File: config.mk
export PLATFORM = sky130hd
export DESIGN_NAME = dck_cmd_state
export DESIGN_NICKNAME = d
export VERILOG_FILES = /design/src/verilog/dck_pkg.sv /design/src/verilog/dck_al_if.sv /design/src/verilog/dck_al_delay.sv /design/src/verilog/dck_cmd_state.sv
export SDC_FILE = /design/constraint.sdc
export NUM_CORES = 1
export LEC_CHECK = 0
export BUFFER_PORTS_ARGS = -buffer_cell sky130_fd_sc_hd__buf_4
export CAP_MARGIN = 10
export CORE_ASPECT_RATIO = 1.25
export CORE_MARGIN = 5
export CORE_UTILIZATION = 58
export DETAILED_ROUTE_END_ITERATION = 12
export GPL_TIMING_DRIVEN = 1
export PLACE_DENSITY = 0.79
export SYNTH_ARGS = -nofsm -noshare
export SYNTH_HDL_FRONTEND = slang
export SYNTH_HIERARCHICAL = 1
export SYNTH_SLANG_ARGS = --single-unit
File: constraint.sdc
create_clock -name clk_i -period 4.3 [get_ports clk_i]
set_clock_uncertainty 0.1 [all_clocks]
set_input_delay 0 -clock clk_i [delete_from_list [all_inputs] [get_ports clk_i]]
set_output_delay 0 -clock clk_i [all_outputs]
set_load 0.01 [all_outputs]
File: src/verilog/dck_pkg.sv
// Purpose: constants and types shared by the clock-enable and command state logic
// Assumes: one 40 MHz clock; all pins sampled on its rising edge
// Notes: precharge and mode-set times are kept in picoseconds and turned into cycle counts here; other times are given in cycles
//
// Operation
// after self refresh exit, idle commands, reads wait
// self refresh only from all banks idle
// power-down entry and exit carry only idle commands
// self refresh exit edge carries only idle commands
// enter active or precharge power-down by banks
// no power-down while operations still busy
// hold clock enable for three sampled edges
// power-down performs no refresh; controller limits it
// clock enable stays high during driver calibration
// termination input driven defined during power-down
// no termination in self refresh, no effect
// masked write bytes are discarded, others stored
// deselect takes no command, work continues
// no-operation causes nothing new, work continues
// mode set only all idle, then wait
// bank bits pick mode register, address is value
// activate opens row until precharged
// read bursts from open row, A10 auto-closes; reads from a closed bank are flagged only when additive latency is zero
// write bursts into open row, A10 auto-closes; writes to a closed bank are flagged only when additive latency is zero
// additive latency delays internal read/write acceptance
// only legal enable and command combinations used
// commands decoded from pins on rising edge
// controller waits precharge time before activate
// controller tracks open or idle bank state
package dck_pkg;

	localparam int CLK_PERIOD_PS = 25000;
	localparam int TRP_PS = 15000;
	localparam int TMRD_PS = 50000;
	localparam int TRP_CYC = (TRP_PS + CLK_PERIOD_PS - 1) / CLK_PERIOD_PS;
	localparam int TMRD_CYC = (TMRD_PS + CLK_PERIOD_PS - 1) / CLK_PERIOD_PS;
	localparam int TXSRD_CYC = 200;
	localparam int TXSNR_CYC = 8;
	localparam int CKE_MIN_CYC = 3;
	localparam int BL_BEATS = 4;
	localparam int MAX_AL = 6;
	localparam int AP_BIT = 10;
	localparam int COL_W = 10;
	localparam int AL_LSB = 3;
	localparam int ODT_EN_A = 2;
	localparam int ODT_EN_B = 6;
	localparam int MR_ODT_SEL = 1;
	localparam int NUM_MR = 4;

	typedef enum logic [2:0]
	{
		CMD_DES = 3'h0,
		CMD_NOP = 3'h1,
		CMD_MRS = 3'h2,
		CMD_REF = 3'h3,
		CMD_PRE = 3'h4,
		CMD_ACT = 3'h5,
		CMD_WR = 3'h6,
		CMD_RD = 3'h7
	} dck_cmd_e;

	typedef enum logic [1:0]
	{
		ST_RUN = 2'h0,
		ST_PPD = 2'h1,
		ST_APD = 2'h3,
		ST_SREF = 2'h2
	} dck_state_e;

endpackage

File: src/verilog/dck_al_if.sv
// Purpose: carries read/write commands into and out of the additive latency delay
// Assumes: single clock domain
// Notes: src side drives the command, dly side returns it after the latency
interface dck_al_if;
	logic in_valid;
	logic in_wr;
	logic in_ap;
	logic [2:0] in_bank;
	logic [9:0] in_col;
	logic [2:0] al;
	logic out_valid;
	logic out_wr;
	logic out_ap;
	logic [2:0] out_bank;
	logic [9:0] out_col;

	modport src (output in_valid, in_wr, in_ap, in_bank, in_col, al,
		input out_valid, out_wr, out_ap, out_bank, out_col);
	modport dly (input in_valid, in_wr, in_ap, in_bank, in_col, al,
		output out_valid, out_wr, out_ap, out_bank, out_col);
endinterface

File: src/verilog/dck_al_delay.sv
// Purpose: delays read/write commands by the programmed additive latency
// Assumes: latency above the depth is clipped to the depth
// Notes: a latency of zero passes the command straight through
module dck_al_delay
	import dck_pkg::*;
#(
	parameter int DEPTH = MAX_AL
)
(
	input wire logic clk_i,
	input wire logic reset_n_i,
	dck_al_if.dly al_if
);
	localparam int CW = 16;

	logic [CW-1:0] stage_reg [DEPTH];
	logic [CW-1:0] in_word;
	logic [CW-1:0] out_word;
	logic [2:0] tap;

	assign in_word = {al_if.in_valid, al_if.in_wr, al_if.in_ap, al_if.in_bank, al_if.in_col};
	assign tap = (al_if.al > 3'(DEPTH)) ? 3'(DEPTH) : al_if.al;

	// ******************************************************
	// shift stages
	// ******************************************************
	genvar gi;
	generate
		for (gi = 0; gi < DEPTH; gi++)
		begin : g_stage
			if (gi == 0)
			begin : g_head
				always_ff @(posedge clk_i or negedge reset_n_i)
				begin
					if (!reset_n_i)
						stage_reg[gi] <= '0;
					else
						stage_reg[gi] <= in_word;
				end
			end
			else
			begin : g_tail
				always_ff @(posedge clk_i or negedge reset_n_i)
				begin
					if (!reset_n_i)
						stage_reg[gi] <= '0;
					else
						stage_reg[gi] <= stage_reg[gi-1];
				end
			end
		end
	endgenerate

	// command leaves after al cycles, clipped to DEPTH cycles
	assign out_word = (tap == 3'h0) ? in_word : stage_reg[tap - 3'h1];
	assign {al_if.out_valid, al_if.out_wr, al_if.out_ap, al_if.out_bank, al_if.out_col} = out_word;

	AST_AL_ZERO: assert property (@(posedge clk_i) disable iff (!reset_n_i)
		(tap == 3'h0 && al_if.in_valid) |-> al_if.out_valid)
		else $error("zero latency command not passed through");
	AST_AL_TWO: assert property (@(posedge clk_i) disable iff (!reset_n_i)
		(tap == 3'h2 && al_if.in_valid) ##1 (tap == 3'h2) |-> ##1 al_if.out_valid)
		else $error("latency two command not delivered after two cycles");
endmodule

File: src/verilog/dck_cmd_state.sv
// Purpose: clock-enable driven power states and command execution of the memory device
// Assumes: pins are synchronous to clk_i; one data beat per clock
// Notes: illegal commands are not executed, early clock-enable changes still take effect; each raises a one-cycle error pulse
module dck_cmd_state
	import dck_pkg::*;
#(
	parameter int DQ_W = 8,
	parameter int ADDR_W = 14,
	parameter int XSRD_CYC = TXSRD_CYC
)
(
	input wire logic clk_i,
	input wire logic reset_n_i,
	input wire logic cke_i,
	input wire logic cs_n_i,
	input wire logic ras_n_i,
	input wire logic cas_n_i,
	input wire logic we_n_i,
	input wire logic [2:0] ba_i,
	input wire logic [ADDR_W-1:0] addr_i,
	input wire logic odt_i,
	input wire logic dm_i,
	input wire logic [DQ_W-1:0] dq_i,
	output dck_pkg::dck_state_e state_o,
	output logic [7:0] bank_open_o,
	output logic acc_rd_o,
	output logic acc_wr_o,
	output logic acc_ap_o,
	output logic [2:0] acc_bank_o,
	output logic [9:0] acc_col_o,
	output logic mem_wr_en_o,
	output logic [DQ_W-1:0] mem_wdata_o,
	output logic mode_wr_o,
	output logic [1:0] mode_sel_o,
	output logic [ADDR_W-1:0] mode_val_o,
	output logic odt_on_o,
	output logic cmd_err_o
);
	// ******************************************************
	// decode
	// ******************************************************
	function automatic dck_cmd_e decode(input logic cs_n, input logic ras_n,
		input logic cas_n, input logic we_n);
		if (cs_n)
			return CMD_DES;
		return dck_cmd_e'({~ras_n, ~cas_n, ~we_n} == 3'h0 ? CMD_NOP :
			{ras_n, cas_n, we_n} == 3'h0 ? CMD_MRS :
			{ras_n, cas_n, we_n} == 3'h1 ? CMD_REF :
			{ras_n, cas_n, we_n} == 3'h2 ? CMD_PRE :
			{ras_n, cas_n, we_n} == 3'h3 ? CMD_ACT :
			{ras_n, cas_n, we_n} == 3'h4 ? CMD_WR : CMD_RD);
	endfunction

	function automatic logic is_idle(input dck_cmd_e c);
		return (c == CMD_DES) || (c == CMD_NOP);
	endfunction

	dck_state_e state_reg;
	dck_state_e state_next;
	dck_cmd_e cmd;
	logic cke_prev_reg;
	logic [1:0] cke_run_reg;
	logic [7:0] bank_open_reg;
	logic [ADDR_W-1:0] mr_reg [NUM_MR];
	logic [3:0] mrd_cnt_reg;
	logic [3:0] trp_cnt_reg;
	logic [7:0] xsrd_cnt_reg;
	logic [7:0] xsnr_cnt_reg;
	logic [3:0] burst_cnt_reg;
	logic burst_wr_reg;
	logic burst_ap_reg;
	logic [2:0] burst_bank_reg;
	logic busy;
	logic run_cmd;
	logic cmd_ok;
	logic err;
	logic burst_last;

	dck_al_if al_if ();

	assign cmd = decode(cs_n_i, ras_n_i, cas_n_i, we_n_i);
	assign busy = (burst_cnt_reg != 4'h0) || (mrd_cnt_reg != 4'h0) || (trp_cnt_reg != 4'h0);
	assign run_cmd = (state_reg == ST_RUN) && cke_prev_reg && cke_i;
	assign burst_last = (burst_cnt_reg == 4'h1);

	// ******************************************************
	// command legality while running
	// ******************************************************
	always_comb
	begin
		cmd_ok = 1'b1;
		// reserved pin pattern would otherwise decode as a read
		if (!cs_n_i && ras_n_i && cas_n_i && !we_n_i)
			cmd_ok = 1'b0;
		else if (xsnr_cnt_reg != 8'h0 && !is_idle(cmd))
			cmd_ok = 1'b0;
		else if (cmd == CMD_RD && xsrd_cnt_reg != 8'h0)
			cmd_ok = 1'b0;
		else if (!is_idle(cmd) && mrd_cnt_reg != 4'h0)
			cmd_ok = 1'b0;
		else if (cmd == CMD_MRS && (bank_open_reg != 8'h0 || busy))
			cmd_ok = 1'b0;
		else if (cmd == CMD_REF && bank_open_reg != 8'h0)
			cmd_ok = 1'b0;
		else if (cmd == CMD_ACT && (bank_open_reg[ba_i] || trp_cnt_reg != 4'h0))
			cmd_ok = 1'b0;
		else if ((cmd == CMD_RD || cmd == CMD_WR) && !bank_open_reg[ba_i] && al_if.al == 3'h0)
			cmd_ok = 1'b0;
	end

	// ******************************************************
	// power state machine
	// ******************************************************
	always_comb
	begin
		state_next = state_reg;
		err = 1'b0;
		if (cke_prev_reg != cke_i && cke_run_reg < 2'(CKE_MIN_CYC))
			err = 1'b1;
		case (state_reg)
			ST_RUN:
			begin
				if (cke_prev_reg && !cke_i)
				begin
					if (busy)
						err = 1'b1;
					else if (cmd == CMD_REF && bank_open_reg == 8'h0)
						state_next = ST_SREF;
					else if (!is_idle(cmd))
						err = 1'b1;
					else if (bank_open_reg != 8'h0)
						state_next = ST_APD;
					else
						state_next = ST_PPD;
				end
				else if (run_cmd && !cmd_ok)
					err = 1'b1;
			end
			ST_PPD, ST_APD, ST_SREF:
			begin
				// nothing is refreshed while powered down
				if (cke_i)
				begin
					state_next = ST_RUN;
					if (!is_idle(cmd))
						err = 1'b1;
				end
			end
			default:
				state_next = ST_RUN;
		endcase
	end

	always_ff @(posedge clk_i or negedge reset_n_i)
	begin
		if (!reset_n_i)
			state_reg <= ST_RUN;
		else
			state_reg <= state_next;
	end

	always_ff @(posedge clk_i or negedge reset_n_i)
	begin
		if (!reset_n_i)
		begin
			cke_prev_reg <= 1'b0;
			cke_run_reg <= 2'(CKE_MIN_CYC);
		end
		else
		begin
			cke_prev_reg <= cke_i;
			if (cke_prev_reg != cke_i)
				cke_run_reg <= 2'h1;
			else if (cke_run_reg < 2'(CKE_MIN_CYC))
				cke_run_reg <= cke_run_reg + 2'h1;
		end
	end

	// self refresh exit windows
	always_ff @(posedge clk_i or negedge reset_n_i)
	begin
		if (!reset_n_i)
		begin
			xsrd_cnt_reg <= 8'h0;
			xsnr_cnt_reg <= 8'h0;
		end
		else if (state_reg == ST_SREF && state_next == ST_RUN)
		begin
			xsrd_cnt_reg <= 8'(XSRD_CYC);
			xsnr_cnt_reg <= 8'(TXSNR_CYC);
		end
		else
		begin
			if (xsrd_cnt_reg != 8'h0)
				xsrd_cnt_reg <= xsrd_cnt_reg - 8'h1;
			if (xsnr_cnt_reg != 8'h0)
				xsnr_cnt_reg <= xsnr_cnt_reg - 8'h1;
		end
	end

	// ******************************************************
	// mode registers
	// ******************************************************
	always_ff @(posedge clk_i or negedge reset_n_i)
	begin
		if (!reset_n_i)
		begin
			for (int i = 0; i < NUM_MR; i++)
				mr_reg[i] <= '0;
			mrd_cnt_reg <= 4'h0;
		end
		else if (run_cmd && cmd_ok && cmd == CMD_MRS)
		begin
			mr_reg[ba_i[1:0]] <= addr_i;
			mrd_cnt_reg <= 4'(TMRD_CYC);
		end
		else if (mrd_cnt_reg != 4'h0)
			mrd_cnt_reg <= mrd_cnt_reg - 4'h1;
	end

	// ******************************************************
	// banks and bursts
	// ******************************************************
	assign al_if.in_valid = run_cmd && cmd_ok && (cmd == CMD_RD || cmd == CMD_WR);
	assign al_if.in_wr = (cmd == CMD_WR);
	assign al_if.in_ap = addr_i[AP_BIT];
	assign al_if.in_bank = ba_i;
	assign al_if.in_col = addr_i[COL_W-1:0];
	assign al_if.al = mr_reg[MR_ODT_SEL][AL_LSB +: 3];

	dck_al_delay #(.DEPTH(MAX_AL)) u_al_delay (
		.clk_i(clk_i),
		.reset_n_i(reset_n_i),
		.al_if(al_if)
	);

	always_ff @(posedge clk_i or negedge reset_n_i)
	begin
		if (!reset_n_i)
		begin
			bank_open_reg <= 8'h0;
			trp_cnt_reg <= 4'h0;
		end
		else
		begin
			if (trp_cnt_reg != 4'h0)
				trp_cnt_reg <= trp_cnt_reg - 4'h1;
			if (burst_cnt_reg != 4'h0 && burst_last && burst_ap_reg)
			begin
				bank_open_reg[burst_bank_reg] <= 1'b0;
				trp_cnt_reg <= 4'(TRP_CYC);
			end
			// deselect and no-operation leave the bank state alone
			if (run_cmd && cmd_ok && cmd == CMD_ACT)
				bank_open_reg[ba_i] <= 1'b1;
			else if (run_cmd && cmd_ok && cmd == CMD_PRE)
			begin
				if (addr_i[AP_BIT])
					bank_open_reg <= 8'h0;
				else
					bank_open_reg[ba_i] <= 1'b0;
				trp_cnt_reg <= 4'(TRP_CYC);
			end
		end
	end

	always_ff @(posedge clk_i or negedge reset_n_i)
	begin
		if (!reset_n_i)
		begin
			burst_cnt_reg <= 4'h0;
			burst_wr_reg <= 1'b0;
			burst_ap_reg <= 1'b0;
			burst_bank_reg <= 3'h0;
		end
		else if (al_if.out_valid)
		begin
			burst_cnt_reg <= 4'(BL_BEATS);
			burst_wr_reg <= al_if.out_wr;
			burst_ap_reg <= al_if.out_ap;
			burst_bank_reg <= al_if.out_bank;
		end
		else if (burst_cnt_reg != 4'h0)
			burst_cnt_reg <= burst_cnt_reg - 4'h1;
	end

	// ******************************************************
	// registered outputs
	// ******************************************************
	always_ff @(posedge clk_i or negedge reset_n_i)
	begin
		if (!reset_n_i)
		begin
			acc_rd_o <= 1'b0;
			acc_wr_o <= 1'b0;
			acc_ap_o <= 1'b0;
			acc_bank_o <= 3'h0;
			acc_col_o <= 10'h0;
		end
		else
		begin
			acc_rd_o <= al_if.out_valid && !al_if.out_wr;
			acc_wr_o <= al_if.out_valid && al_if.out_wr;
			acc_ap_o <= al_if.out_ap;
			acc_bank_o <= al_if.out_bank;
			acc_col_o <= al_if.out_col;
		end
	end

	always_ff @(posedge clk_i or negedge reset_n_i)
	begin
		if (!reset_n_i)
		begin
			mem_wr_en_o <= 1'b0;
			mem_wdata_o <= '0;
		end
		else
		begin
			mem_wr_en_o <= (burst_cnt_reg != 4'h0) && burst_wr_reg && !dm_i;
			mem_wdata_o <= dq_i;
		end
	end

	always_ff @(posedge clk_i or negedge reset_n_i)
	begin
		if (!reset_n_i)
		begin
			mode_wr_o <= 1'b0;
			mode_sel_o <= 2'h0;
			mode_val_o <= '0;
			odt_on_o <= 1'b0;
			cmd_err_o <= 1'b0;
		end
		else
		begin
			mode_wr_o <= run_cmd && cmd_ok && cmd == CMD_MRS;
			mode_sel_o <= ba_i[1:0];
			mode_val_o <= addr_i;
			odt_on_o <= odt_i && state_next != ST_SREF &&
				(mr_reg[MR_ODT_SEL][ODT_EN_A] || mr_reg[MR_ODT_SEL][ODT_EN_B]);
			cmd_err_o <= err;
		end
	end

	assign state_o = state_reg;
	assign bank_open_o = bank_open_reg;

	// ******************************************************
	// checks
	// ******************************************************
	AST_APD_ENTRY: assert property (@(posedge clk_i) disable iff (!reset_n_i)
		(state_reg == ST_RUN && cke_prev_reg && !cke_i && is_idle(cmd) && !busy &&
		bank_open_reg != 8'h0) |=> (state_reg == ST_APD))
		else $error("active power-down not entered");
	AST_PPD_HOLD: assert property (@(posedge clk_i) disable iff (!reset_n_i)
		(state_reg == ST_PPD && !cke_i) |=> (state_reg == ST_PPD))
		else $error("precharge power-down left while clock enable low");
	AST_SREF_ENTRY: assert property (@(posedge clk_i) disable iff (!reset_n_i)
		(state_reg == ST_RUN && cke_prev_reg && !cke_i && cmd == CMD_REF && !busy)
		|=> (state_reg == (($past(bank_open_reg) == 8'h0) ? ST_SREF : ST_RUN)))
		else $error("self refresh entry wrong");
	AST_BUSY_PD: assert property (@(posedge clk_i) disable iff (!reset_n_i)
		(state_reg == ST_RUN && cke_prev_reg && !cke_i && busy)
		|=> (state_reg == ST_RUN) && cmd_err_o)
		else $error("power-down entered while busy");
	AST_ACT_OPEN: assert property (@(posedge clk_i) disable iff (!reset_n_i)
		(run_cmd && cmd_ok && cmd == CMD_ACT) |=> bank_open_reg[$past(ba_i)])
		else $error("activate did not open bank");
	AST_DES_NOCHG: assert property (@(posedge clk_i) disable iff (!reset_n_i)
		(run_cmd && cmd == CMD_DES && burst_cnt_reg == 4'h0) |=> $stable(bank_open_reg))
		else $error("deselect changed bank state");
	AST_NOP_NOMODE: assert property (@(posedge clk_i) disable iff (!reset_n_i)
		(cmd == CMD_NOP && !al_if.out_valid) |=> !mode_wr_o && !acc_rd_o && !acc_wr_o)
		else $error("no-operation started an action");
	AST_MASK: assert property (@(posedge clk_i) disable iff (!reset_n_i)
		(burst_cnt_reg != 4'h0 && burst_wr_reg) |=> (mem_wr_en_o == !$past(dm_i)))
		else $error("write mask not honoured");
	AST_ODT_SREF: assert property (@(posedge clk_i) disable iff (!reset_n_i)
		(state_reg == ST_SREF) ##1 (state_reg == ST_SREF) |-> !odt_on_o)
		else $error("termination on in self refresh");
	AST_XSRD_RD: assert property (@(posedge clk_i) disable iff (!reset_n_i)
		(run_cmd && cmd == CMD_RD && xsrd_cnt_reg != 8'h0) |=> cmd_err_o ##1 !acc_rd_o)
		else $error("early read after self refresh accepted");
	AST_AP_CLOSE: assert property (@(posedge clk_i) disable iff (!reset_n_i)
		(burst_cnt_reg == 4'h1 && burst_ap_reg && !al_if.out_valid)
		|=> !bank_open_reg[$past(burst_bank_reg)] || $past(run_cmd && cmd == CMD_ACT))
		else $error("auto precharge did not close bank");

	COV_SREF: cover property (@(posedge clk_i) disable iff (!reset_n_i)
		state_reg == ST_RUN ##1 state_reg == ST_SREF ##[1:20] state_reg == ST_RUN);
	COV_APD: cover property (@(posedge clk_i) disable iff (!reset_n_i)
		state_reg == ST_APD);
	COV_MASKED: cover property (@(posedge clk_i) disable iff (!reset_n_i)
		burst_cnt_reg != 4'h0 && burst_wr_reg && dm_i);
	COV_AP_RD: cover property (@(posedge clk_i) disable iff (!reset_n_i)
		acc_rd_o && acc_ap_o);
endmodule

# ---- Yosys cells after proc, flatten, opt, wreduce, memory -nomap -nowiden
# Index checks and enable logic that the tools add are counted.
dict set report word_totals {
  reg_bits 242
  in_bits 34
  wordCells 210
  out_inout_bits 54
}
dict set report op_classes {
  add_sub_neg 7
  n_eq_ne 17
  n_reduce_logical 69
  bitwise_logic 10
  n_mux 64
  magnitude_cmp 9
}
# op n
set op_table {}
lappend op_table {{$mux W8} 8}
lappend op_table {{$bwmux W56} 1}
lappend op_table {{$bmux W16 S3} 1}
lappend op_table {{$mux W16} 3}
lappend op_table {{$logic_and A1 B1 Y1} 34}
lappend op_table {{$mux W4} 8}
lappend op_table {{$demux W14 S2} 1}
lappend op_table {{$reduce_bool A8 Y1} 3}
lappend op_table {{$mux W1} 20}
lappend op_table {{$mux W2} 10}
lappend op_table {{$mux W3} 6}
lappend op_table {{$and A8 B8 Y8} 2}
lappend op_table {{$not A8 Y8} 2}
lappend op_table {{$sub A8 B1 Y8 const B} 2}
lappend op_table {{$eq A3 B3 Y1 const B} 5}
lappend op_table {{$logic_not A3 Y1} 5}
lappend op_table {{$mux W14} 1}
lappend op_table {{$eq A3 B2 Y1 const B} 4}
lappend op_table {{$reduce_bool A4 Y1} 3}
lappend op_table {{$sub A4 B1 Y4 const B} 3}
lappend op_table {{$reduce_bool A2 Y1} 5}
lappend op_table {{$logic_not A1 Y1} 8}
lappend op_table {{$logic_not A8 Y1} 1}
lappend op_table {{$lt A3 B4 Y1 const B} 2}
lappend op_table {{other kinds (25)} 38}

# ---- Logic depth before layout (Yosys ltp)
# Gate-level depths: netlist (run 1).
dict set report depth {
  ltp_word 25
  depth_mapped 14
  ltp_nobuf 12
}

# ---- By module
# The synthesis (run 1) kept the hierarchy.
# module n_inst cells_each area_per_inst_um2 seq_area_each_um2
set modules_own_cells {}
lappend modules_own_cells {dck_cmd_state 1 360 4130.2 2379.8}
lappend modules_own_cells {dck_al_delay 1 219 3442.1 2402.3}

# ---- Worst setup path after synthesis (run 1)
# OpenSTA, ideal clock, no wires.
dict set report synth_path {
  path_type {register to register}
  startpoint {register trp_cnt_reg[0]}
  endpoint {register burst_ap_reg}
  required_ps 4075
  path_stages_with_launch 13
  period_less_slack_ps 3265
  arrival_time_ps 3041
  slack_ps 1035
  n_path_buf 2
  setup_ps 125
  cell_sequence {dfrtp_1 -> inv_1 -> ha_1 -> or3b_1 -> clkbuf_1 -> nand3b_1 -> a32o_1 -> nor4_1 -> mux2i_1 -> o22ai_1 -> a21o_1 -> clkbuf_1 -> mux2_2}
}
dict set report synth_between {
  elab_chain_len 13
  word_cells_on_any_way 16
  cone_classes {mux (8); reduce/logical (8)}
}
# element line_no
set synth_rtl {}
lappend synth_rtl {{start: declaration} dck_cmd_state.sv:66} ;# logic [3:0] trp_cnt_reg;
lappend synth_rtl {{start signal: assignment} dck_cmd_state.sv:247} ;# trp_cnt_reg <= trp_cnt_reg - 4'h1;
lappend synth_rtl {{start signal: assignment} dck_cmd_state.sv:251} ;# trp_cnt_reg <= 4'(TRP_CYC);
lappend synth_rtl {{start signal: assignment} dck_cmd_state.sv:262} ;# trp_cnt_reg <= 4'(TRP_CYC);
lappend synth_rtl {{$reduce_bool A4 Y1 (*)} {dck_cmd_state.sv:82, dck_cmd_state.sv:105}}
lappend synth_rtl {{$logic_or A1 B1 Y1} dck_cmd_state.sv:105} ;# else if (cmd == CMD_ACT && (bank_open_reg[ba_i] || trp_cnt_reg != 4'h0))
lappend synth_rtl {{$logic_and A1 B1 Y1} dck_cmd_state.sv:105}
lappend synth_rtl {{$mux W1} dck_cmd_state.sv:105}
lappend synth_rtl {{$mux W1} dck_cmd_state.sv:103} ;# else if (cmd == CMD_REF && bank_open_reg != 8'h0)
lappend synth_rtl {{$mux W1 (*)} dck_cmd_state.sv:101} ;# else if (cmd == CMD_MRS && (bank_open_reg != 8'h0 || busy))
lappend synth_rtl {{$mux W1 (*)} dck_cmd_state.sv:99} ;# else if (!is_idle(cmd) && mrd_cnt_reg != 4'h0)
lappend synth_rtl {{$mux W1 (*)} dck_cmd_state.sv:97} ;# else if (cmd == CMD_RD && xsrd_cnt_reg != 8'h0)
lappend synth_rtl {{$mux W1 (*)} dck_cmd_state.sv:95} ;# else if (xsnr_cnt_reg != 8'h0 && !is_idle(cmd))
lappend synth_rtl {{$mux W1 (*)} dck_cmd_state.sv:93} ;# if (!cs_n_i && ras_n_i && cas_n_i && !we_n_i)
lappend synth_rtl {{$logic_and A1 B1 Y1 (*) (2 in series)} dck_cmd_state.sv:224} ;# assign al_if.in_valid = run_cmd && cmd_ok && (cmd == CMD_RD || cmd == CMD_WR);
lappend synth_rtl {{via al_if.in_valid} dck_al_if.sv:5} ;# logic in_valid;
lappend synth_rtl {{$mux W16 (*)} dck_al_delay.sv:55} ;# assign out_word = (tap == 3'h0) ? in_word : stage_reg[tap - 3'h1];
lappend synth_rtl {{via al_if.out_valid} dck_al_if.sv:11} ;# logic out_valid;
lappend synth_rtl {{end signal: assignment} dck_cmd_state.sv:280} ;# burst_ap_reg <= al_if.out_ap;
lappend synth_rtl {{end: declaration} dck_cmd_state.sv:71} ;# logic burst_ap_reg;
# Mark *: on every way through the listed nets, which the timed path passes. The rest lies on a longest branch.
# A chain may end at the register's enable or synchronous reset.

# ---- Final worst setup path (run 1)
dict set report layout_path {
  startpoint {register trp_cnt_reg[0]}
  endpoint {register burst_bank_reg[2]}
}
dict set report layout_between {
  elab_chain_len 13
  word_cells_on_any_way 16
  cone_classes {mux (8); reduce/logical (8)}
}
# element line_no
set layout_rtl {}
lappend layout_rtl {{$reduce_bool A4 Y1 (*)} {dck_cmd_state.sv:82, dck_cmd_state.sv:105}}
lappend layout_rtl {{$logic_or A1 B1 Y1} dck_cmd_state.sv:105}
lappend layout_rtl {{$logic_and A1 B1 Y1} dck_cmd_state.sv:105}
lappend layout_rtl {{$mux W1} dck_cmd_state.sv:105}
lappend layout_rtl {{$mux W1} dck_cmd_state.sv:103}
lappend layout_rtl {{$mux W1 (*)} dck_cmd_state.sv:101}
lappend layout_rtl {{$mux W1 (*)} dck_cmd_state.sv:99}
lappend layout_rtl {{$mux W1 (*)} dck_cmd_state.sv:97}
lappend layout_rtl {{$mux W1 (*)} dck_cmd_state.sv:95}
lappend layout_rtl {{$mux W1 (*)} dck_cmd_state.sv:93}
lappend layout_rtl {{$logic_and A1 B1 Y1 (*) (2 in series)} dck_cmd_state.sv:224}
lappend layout_rtl {{via al_if.in_valid} dck_al_if.sv:5}
lappend layout_rtl {{$mux W16 (*)} dck_al_delay.sv:55}
lappend layout_rtl {{via al_if.out_valid} dck_al_if.sv:11}
lappend layout_rtl {{end signal: assignment} dck_cmd_state.sv:281} ;# burst_bank_reg <= al_if.out_bank;
lappend layout_rtl {{end: declaration} dck_cmd_state.sv:72} ;# logic [2:0] burst_bank_reg;
# Marks and branches as above.

==> impl_results.md, run 1 <==
- Worst-Margin Slew: 931 ps
- CP required: ~4500 ps
- Gates resized, CTS repair: 0
- Setup TNS: 0 ps
- Layout cells sized above 1: between 20% and 30%
- LEAKAGE: 0.00413 uW
- Clock root buffer: clkbuf_16
- Largest register FFs: 96
- Yosys warning count: 6
- DR vias/cell: 5.72
- Initial antenna violation count: 0
- Critical path arrival: 3800 ps
- CTS Buffer Depth: 2
- Number of buffers added on ports: 87
- Register share of total power: between 40% and 50%
- Max cap viols: 0
- CP max FO: 11
- Most frequent cells in the layout: dfrtp_1, buf_4, nand2_1, dlygate4sd3_1, mux2_2
- Hpwl dp: 10,700 um
- Fmax: 279 MHz
- Final Hold Vio Count: 0
- 1st-pass router iterations: 4
- Starting Density: around three fifths
- Core Rows: 46
- Routed WL: 16,800 um
- Synth Register Bits: 191
- Syn nets: 621
- Clk sinks: around 190
- HP Class: input pin to flip-flop
- H-tree depth: 4
- Top_reg_cell synth: dfrtp_1
- Die area: about 15,000 um^2
- Number of global-route vias before repair: 5,417
- Clock transition at path regs: roughly 70 ps
- Buf/Inv on CP: 1
- Crit-path cells: inv_1 -> ha_1 -> or3b_1 -> nand3b_1 -> a32o_1 -> nor4_1 -> mux2i_1 -> o22ai_1 -> a21o_1 -> mux2_2
- CP top delay family: simple AND/OR/NAND/NOR gates
- Post-synthesis sequential area ratio: 63.2%
- Pwr/cell area: 518 nW/um^2
- TritonCTS clock tree: built
- First-pass GRT wire length: approximately 28,000 um
- Worst skew pair latency: roughly 430 ps
- Final setup violation count: 0
- TritonCTS buffer count: 17
- Layout net count: 742
- Status: complete, no violations
- Die height: 138 um
- Switch share: 27.7%
- I/O Pins: 88
- Largest net degree at the start of global routing: 110
- Commonest non-fill, non-tap cell in the layout: dfrtp_1
- Antenna viol nets, final: 0
- Post-synth ARST share: 100%
- Synth Instances: 579
- Clock network fraction of design power: a little over a third
- Cell area after synthesis: around 7600 um^2
- Via count: about 5,000
- Switching power: 1340 uW
- Slowest stage delay, CP: between 400 and 500 ps
- EDFF count, synth: 0
- Final hold slack: roughly 120 ps
- Comb power frac: 18.2%
- CP endpoint kind: flip-flop
- Power Total: 4840 uW
- Synthesis-to-layout area growth: 23.4%
- Core footprint: 12,800 um^2
- Initial DRC Count: 365
- GP Congestion: 0.887
- ANT cells: 0
- Fin crit period: 3580 ps
- RSZ-0062 raised after global routing: no
- Unique masters post-synth: 60
- Peak supply drop: ~330 uV
- Max-slew violations: 0
- Grt total ovfl: 0
- Seq. cell area: 4780 um^2
- Internal power: around 3500 uW
- Max-slew headroom: 37.9%
- Fillers: 853
- Die X: 112 um
- Total track usage: roughly 23%
- Worst Setup Path Type: flip-flop to flip-flop
- DR WL/cell: ~19 um
- Multi-input gate area: 2560 um^2
- Post-Syn Area per Cell: 13.1 um^2
- Slowest cell on the critical path: or3b_1
- Drt drc: 0
- Period utilization: 83.3%
- Setup crit start kind: flip-flop
cells by family after synthesis:
| group | Yosys count | share of synthesized area, % |
|---|---|---|
| mux | 55 | 8.10 |
| buf+inv | 44 | 3.01 |
| flops | 191 | 63.2 |
| xor+xnor | 14 | 1.62 |
| simple gates | 145 | 10.7 |
| fa+ha+maj | 8 | 1.32 |
| compound gates | 122 | 12.1 |
metal layers:
metal / GRT usage [%] / vias up / part of all wire (%)
li1: - / 2319 / -
met1: 27.2 / 2554 / 40
met2: 40.5 / 131 / 54
met3: 4.92 / 34 / 4.0
met4: 9.08 / 0 / 2.0
met5: 0 / - / 0
through the flow:
stage / utilization [%] / std cells / instance area [um^2] / setup WS (ps)
after floorplan: - / 579 / 7570 / 1030
after global routing: 73.1 / 881 / 9340 / 395
final: 73.1 / 881 / 9340 / 717
after CTS: 73.1 / 881 / 9340 / 702
after global placement: 65.2 / 813 / 8330 / 855
after detailed placement: 65.2 / 813 / 8330 / 716
layout make-up:
type                       count  share of cell area, %
sequential                   191                   51.2
multi-input combinational    344                   27.4
timing repair buffer         131                   11.5
clock buffer                  18                   4.70
clock inverter                14                   2.29
tap                          168                   2.25
inverter                      15                  0.603
cell usage after synthesis, types with 2 or more instances:
| cell | n | area [um^2] |
|---|---|---|
| nand3b_1 | 6 | 45.0 |
| nor3b_1 | 2 | 15.0 |
| o31a_1 | 2 | 17.5 |
| o41ai_1 | 7 | 61.3 |
| o21a_1 | 10 | 75.1 |
| mux2i_1 | 20 | 200 |
| o21ai_0 | 13 | 65.1 |
| dfrtp_1 | 189 | 4730 |
| a21o_1 | 7 | 52.6 |
| o31ai_1 | 10 | 75.1 |
| buf_4 | 3 | 22.5 |
| or3b_2 | 2 | 17.5 |
| nand2b_1 | 12 | 75.1 |
| ha_1 | 8 | 100 |
| nor2_1 | 27 | 101 |
| mux2_4 | 5 | 75.1 |
| nand3_1 | 7 | 35.0 |
| xnor2_1 | 10 | 87.6 |
| mux2_2 | 30 | 338 |
| nor4_1 | 6 | 37.5 |
| and2_1 | 3 | 18.8 |
| a21oi_1 | 26 | 130 |
| a22oi_1 | 10 | 75.1 |
| nand2_1 | 36 | 135 |
| o32ai_2 | 10 | 163 |
| xor2_1 | 4 | 35.0 |
| nor3_1 | 11 | 55.1 |
| a211oi_1 | 4 | 30.0 |
| or3_1 | 7 | 43.8 |
| dfstp_2 | 2 | 52.6 |
| o22ai_1 | 7 | 43.8 |
| nand4b_1 | 3 | 26.3 |
| clkbuf_1 | 14 | 52.6 |
| inv_1 | 15 | 56.3 |
| buf_6 | 6 | 67.6 |
| or4_1 | 2 | 15.0 |
| nor2b_1 | 7 | 43.8 |
| o21bai_1 | 11 | 82.6 |
| buf_2 | 4 | 20.0 |
power groups by stage:
stage	Combinational [uW]	Sequential, uW	Clock [uW]
after floorplan	588	2230	0
after global placement	792	2240	0
after detailed placement	850	2260	0
after CTS	883	2230	1750
after global routing	985	2270	1830
final	880	2240	1730
final timing paths:
check,start,to,slack (ps),depth (start not counted)
worst max-delay path,trp_cnt_reg[0],burst_bank_reg[2],720,10
worst max register to register,trp_cnt_reg[0],burst_bank_reg[2],720,10
worst min-delay path,dq_i[5],mem_wdata_o[5],120,2
max in group asynchronous,reset_n_i,al_if.al[0],2800,3
worst min register to register,u_al_delay/stage_reg[52],u_al_delay/stage_reg[36],270,0
min in group asynchronous,reset_n_i,u_al_delay/stage_reg[19],150,2
what timing repair did:
action	in CTS	in global routing
endpoints found under the hold margin	181	0
hold buffers	36	0
setup buffers	0	0
(Power assumes the default switching activity.)
==> inputs of run 2 (changes only) <==
--- a/config.mk
+++ b/config.mk
@@ -5,14 +5,15 @@
 export SDC_FILE = /design/constraint.sdc
 export NUM_CORES = 1
 export LEC_CHECK = 0
+export ABC_AREA = 1
 export BUFFER_PORTS_ARGS = -buffer_cell sky130_fd_sc_hd__buf_4
 export CAP_MARGIN = 10
 export CORE_ASPECT_RATIO = 1.25
 export CORE_MARGIN = 5
-export CORE_UTILIZATION = 58
+export CORE_UTILIZATION = 53
 export DETAILED_ROUTE_END_ITERATION = 12
 export GPL_TIMING_DRIVEN = 1
-export PLACE_DENSITY = 0.79
+export PLACE_DENSITY = 0.76
 export SYNTH_ARGS = -nofsm -noshare
 export SYNTH_HDL_FRONTEND = slang
 export SYNTH_HIERARCHICAL = 1
==> constraint.sdc (replaced) <==
create_clock -name clk_i -period 3 [get_ports clk_i]
set_clock_uncertainty 0.1 [all_clocks]
set_input_delay 0 -clock clk_i [delete_from_list [all_inputs] [get_ports clk_i]]
set_output_delay 0 -clock clk_i [all_outputs]
set_load 0.01 [all_outputs]
==> run 2 against run 1 <==
Effect of this change: sequential share of layout area shrank 1.9 points; design area is 3.7% higher; global-route usage shrank 2.3 points; synthesized cell count is 46% higher; critical path type unchanged; largest power group unchanged.
==> impl_results.md, run 2 <==
- Status: complete, no violations
- Layout cells sized above 1: 18.7% (-7.1 points)
- Worst-Margin Slew: 652 ps (-279 ps)
- Period utilization: 85.1% (+1.8 points)
- Fin crit period: 2550 ps (-1030 ps)
- Clock network fraction of design power: 31.0% (-4.6 points)
- TritonCTS buffer count: 17 (unchanged)
- CP required: 3210 ps (-1300 ps)
- Peak supply drop: 454 uV (+38%)
- DR vias/cell: 5.17 (-9.5%)
- Synthesis-to-layout area growth: 22.0%
- Fmax: 392 MHz (+40%)
- Largest register FFs: 96 (unchanged)
- Setup TNS: 0 ps (unchanged)
- Top_reg_cell synth: dfrtp_1
- Syn nets: 886 (+43%)
- Clock root buffer: clkbuf_16
- Clock transition at path regs: 60 ps (about the same)
- Number of buffers added on ports: 87 (unchanged)
- Yosys warning count: 6 (unchanged)
- Die height: 147 um (+6.6%)
- Hpwl dp: 11,800 um (+10%)
- Core Rows: 50 (+8.7%)
- First-pass GRT wire length: 29,000 um (+5.0%)
- Starting Density: 53.6% (-5.7 points)
- Grt total ovfl: 0 (unchanged)
- Top cell type's share of synthesized area: 59.5% (-2.9 points)
- ANT cells: 0 (unchanged)
- Post-CTS setup buffers: 0 (unchanged)
- CP max FO: 11 (unchanged)
- DR WL/cell: 14.6 um (-23%)
- Area leader, netlist: dfrtp_1
- Die X: 119 um (+6.5%)
- Comb power frac: 22.2% (+4.0 points)
- Most frequent cells in the layout: nand2_1, dfrtp_1, buf_4
- CP endpoint kind: flip-flop
- Largest net degree at the start of global routing: 75 (-32%)
- Max-slew violations: 0 (unchanged)
- GP Congestion: 0.865 (-2.4%)
- Layout net count: 1,016 (+37%)
- I/O Pins: 88 (unchanged)
- Most instantiated cells after synthesis: nand2_1, dfrtp_1, inv_1
- Max cap viols: 0 (unchanged)
- Max-slew headroom: 56.2% (+18 points)
- Initial DRC Count: 400 (+9.6%)
- Routed WL: 17,000 um (+1.6%)
- Critical path arrival: 2760 ps (-1040 ps)
- Die area: 17,500 um^2 (+14%)
- Synth area leaders: dfrtp_1, nand2_1, inv_1
- Initial antenna violation count: 0 (unchanged)
- CTS Buffer Depth: 2 (unchanged)
- Core footprint: 14,800 um^2 (+16%)
- Synth Instances: 844 (+46%)
- Post-Syn Area per Cell: 9.41 um^2 (-28%)
- H-tree depth: 4 (unchanged)
- Post-synthesis sequential area ratio: 60.2% (-2.9 points)
- Drt drc: 0 (unchanged)
- Switch share: 30.1% (+2.4 points)
- EDFF count, synth: 0 (unchanged)
- Pwr/cell area: 722 nW/um^2 (+39%)
- Final hold slack: 43.3 ps (-76.6 ps)
- Commonest non-fill, non-tap cell in the layout: nand2_1
- Synth Register Bits: 191 (unchanged)
- Cell area after synthesis: 7940 um^2 (+4.9%)
- Final Hold Vio Count: 0 (unchanged)
- Final setup violation count: 0 (unchanged)
- 1st-pass router iterations: 5 (+1)
- Unique masters post-synth: 42 (-30%)
- TritonCTS clock tree: built
- Post-synth ARST share: 100% (unchanged)
- Count leader, synth: nand2_1
- Clk sinks: 191 (unchanged)
- Worst skew pair latency: 420 ps (about the same)
- Switching power: 2100 uW (+57%)
- LEAKAGE: 0.00493 uW (+19%)
- HP Class: input pin to async pin
- Register share of total power: 46.8% (+0.6 points)
- Setup crit start kind: flip-flop
- Number of global-route vias before repair: 6,005 (+11%)
- Antenna viol nets, final: 0 (unchanged)
- Total track usage: 20.5% (-2.3 points)
- Internal power: 4890 uW (+40%)
- Worst Setup Path Type: flip-flop to flip-flop
- Via count: 6,039 (+20%)
- RSZ-0062 raised after global routing: no
[run 2: metrics by stage]
step / util (%) / area [um^2] / setup WS [ps] / std cells / total power, uW
floorplan: - / 7940 / 631 / 844 / 4250
global placement: 59.2 / 8780 / 472 / 1103 / 4780
detailed placement: 59.2 / 8780 / 365 / 1103 / 4830
CTS: 65.3 / 9690 / 329 / 1167 / 7040
global route: 65.4 / 9690 / 106 / 1167 / 7420
finish: 65.4 / 9690 / 447 / 1167 / 7000
[run 2: worst paths after layout]
check / start / end / slack, ps / cells past startpoint
max: xsnr_cnt_reg[0] / burst_cnt_reg[1] / 450 / 15
min: reset_n_i / mem_wdata_o[7] / 40 / 2
max reg2reg: xsnr_cnt_reg[0] / burst_cnt_reg[1] / 450 / 15
min reg2reg: u_al_delay/stage_reg[94] / u_al_delay/stage_reg[78] / 270 / 0
max in group asynchronous: reset_n_i / bank_open_o[1] / 1910 / 3
min in group clk_i: addr_i[13] / mode_val_o[13] / 120 / 2
[run 2: logic make-up after synthesis]
| kind of cell | count (synthesis) | share of synthesized area [%] |
|---|---|---|
| buffers and inverters | 125 | 6.92 |
| AO/OA/AOI/OAI | 63 | 5.10 |
| adder cells (fa/ha/maj) | 8 | 1.26 |
| AND/OR/NAND/NOR | 448 | 25.5 |
| flip-flops | 191 | 60.2 |
| XOR/XNOR | 9 | 0.992 |
[run 2: cell type report]
type                    count  area, um^2
well taps                 182         228
fillers                  1210        5140
flip-flops and latches    191        4780
clock buffers              19         453
inverters                 101         379
multi-input cells         528        2610
clock inverters            11         118
repair buffers            135        1120
[run 2: timing repair]
action / CTS / global route
endpoints found under the hold margin: 215 / 0
gates resized for setup: 0 / 1
endpoints found under the setup margin: 0 / 1
hold buffers: 34 / 0
[run 2: power groups by stage]
stage	sequential [uW]	combinational (uW)	clock, uW
6_report	3270	1550	2170
5_1_grt	3330	1760	2340
4_1_cts	3270	1560	2210
3_5_place_dp	3310	1520	0
3_3_place_gp	3300	1480	0
2_1_floorplan	3300	955	0
[run 2: critical path, stage by stage (launching register included)]
cell	delay, ps
dfrtp_1	370
inv_1	100
ha_1	230
nand2_1	110
nor2_2	210
nand3_1	140
nand2_1	80
nand3_1	70
nor2_2	150
nand2_2	90
nor3_1	190
nand2_1	100
nand2_2	180
inv_1	110
nand2_1	120
o21ai_0	80
[run 2: metal layers]
| metal | global-route usage [%] | share of wire, % | vias up |
|---|---|---|---|
| li1 | - | - | 2953 |
| met1 | 25.1 | 41 | 2912 |
| met2 | 35.4 | 52 | 137 |
| met3 | 4.31 | 3.5 | 37 |
| met4 | 8.31 | 2.6 | 0 |
| met5 | 0 | 0 | - |
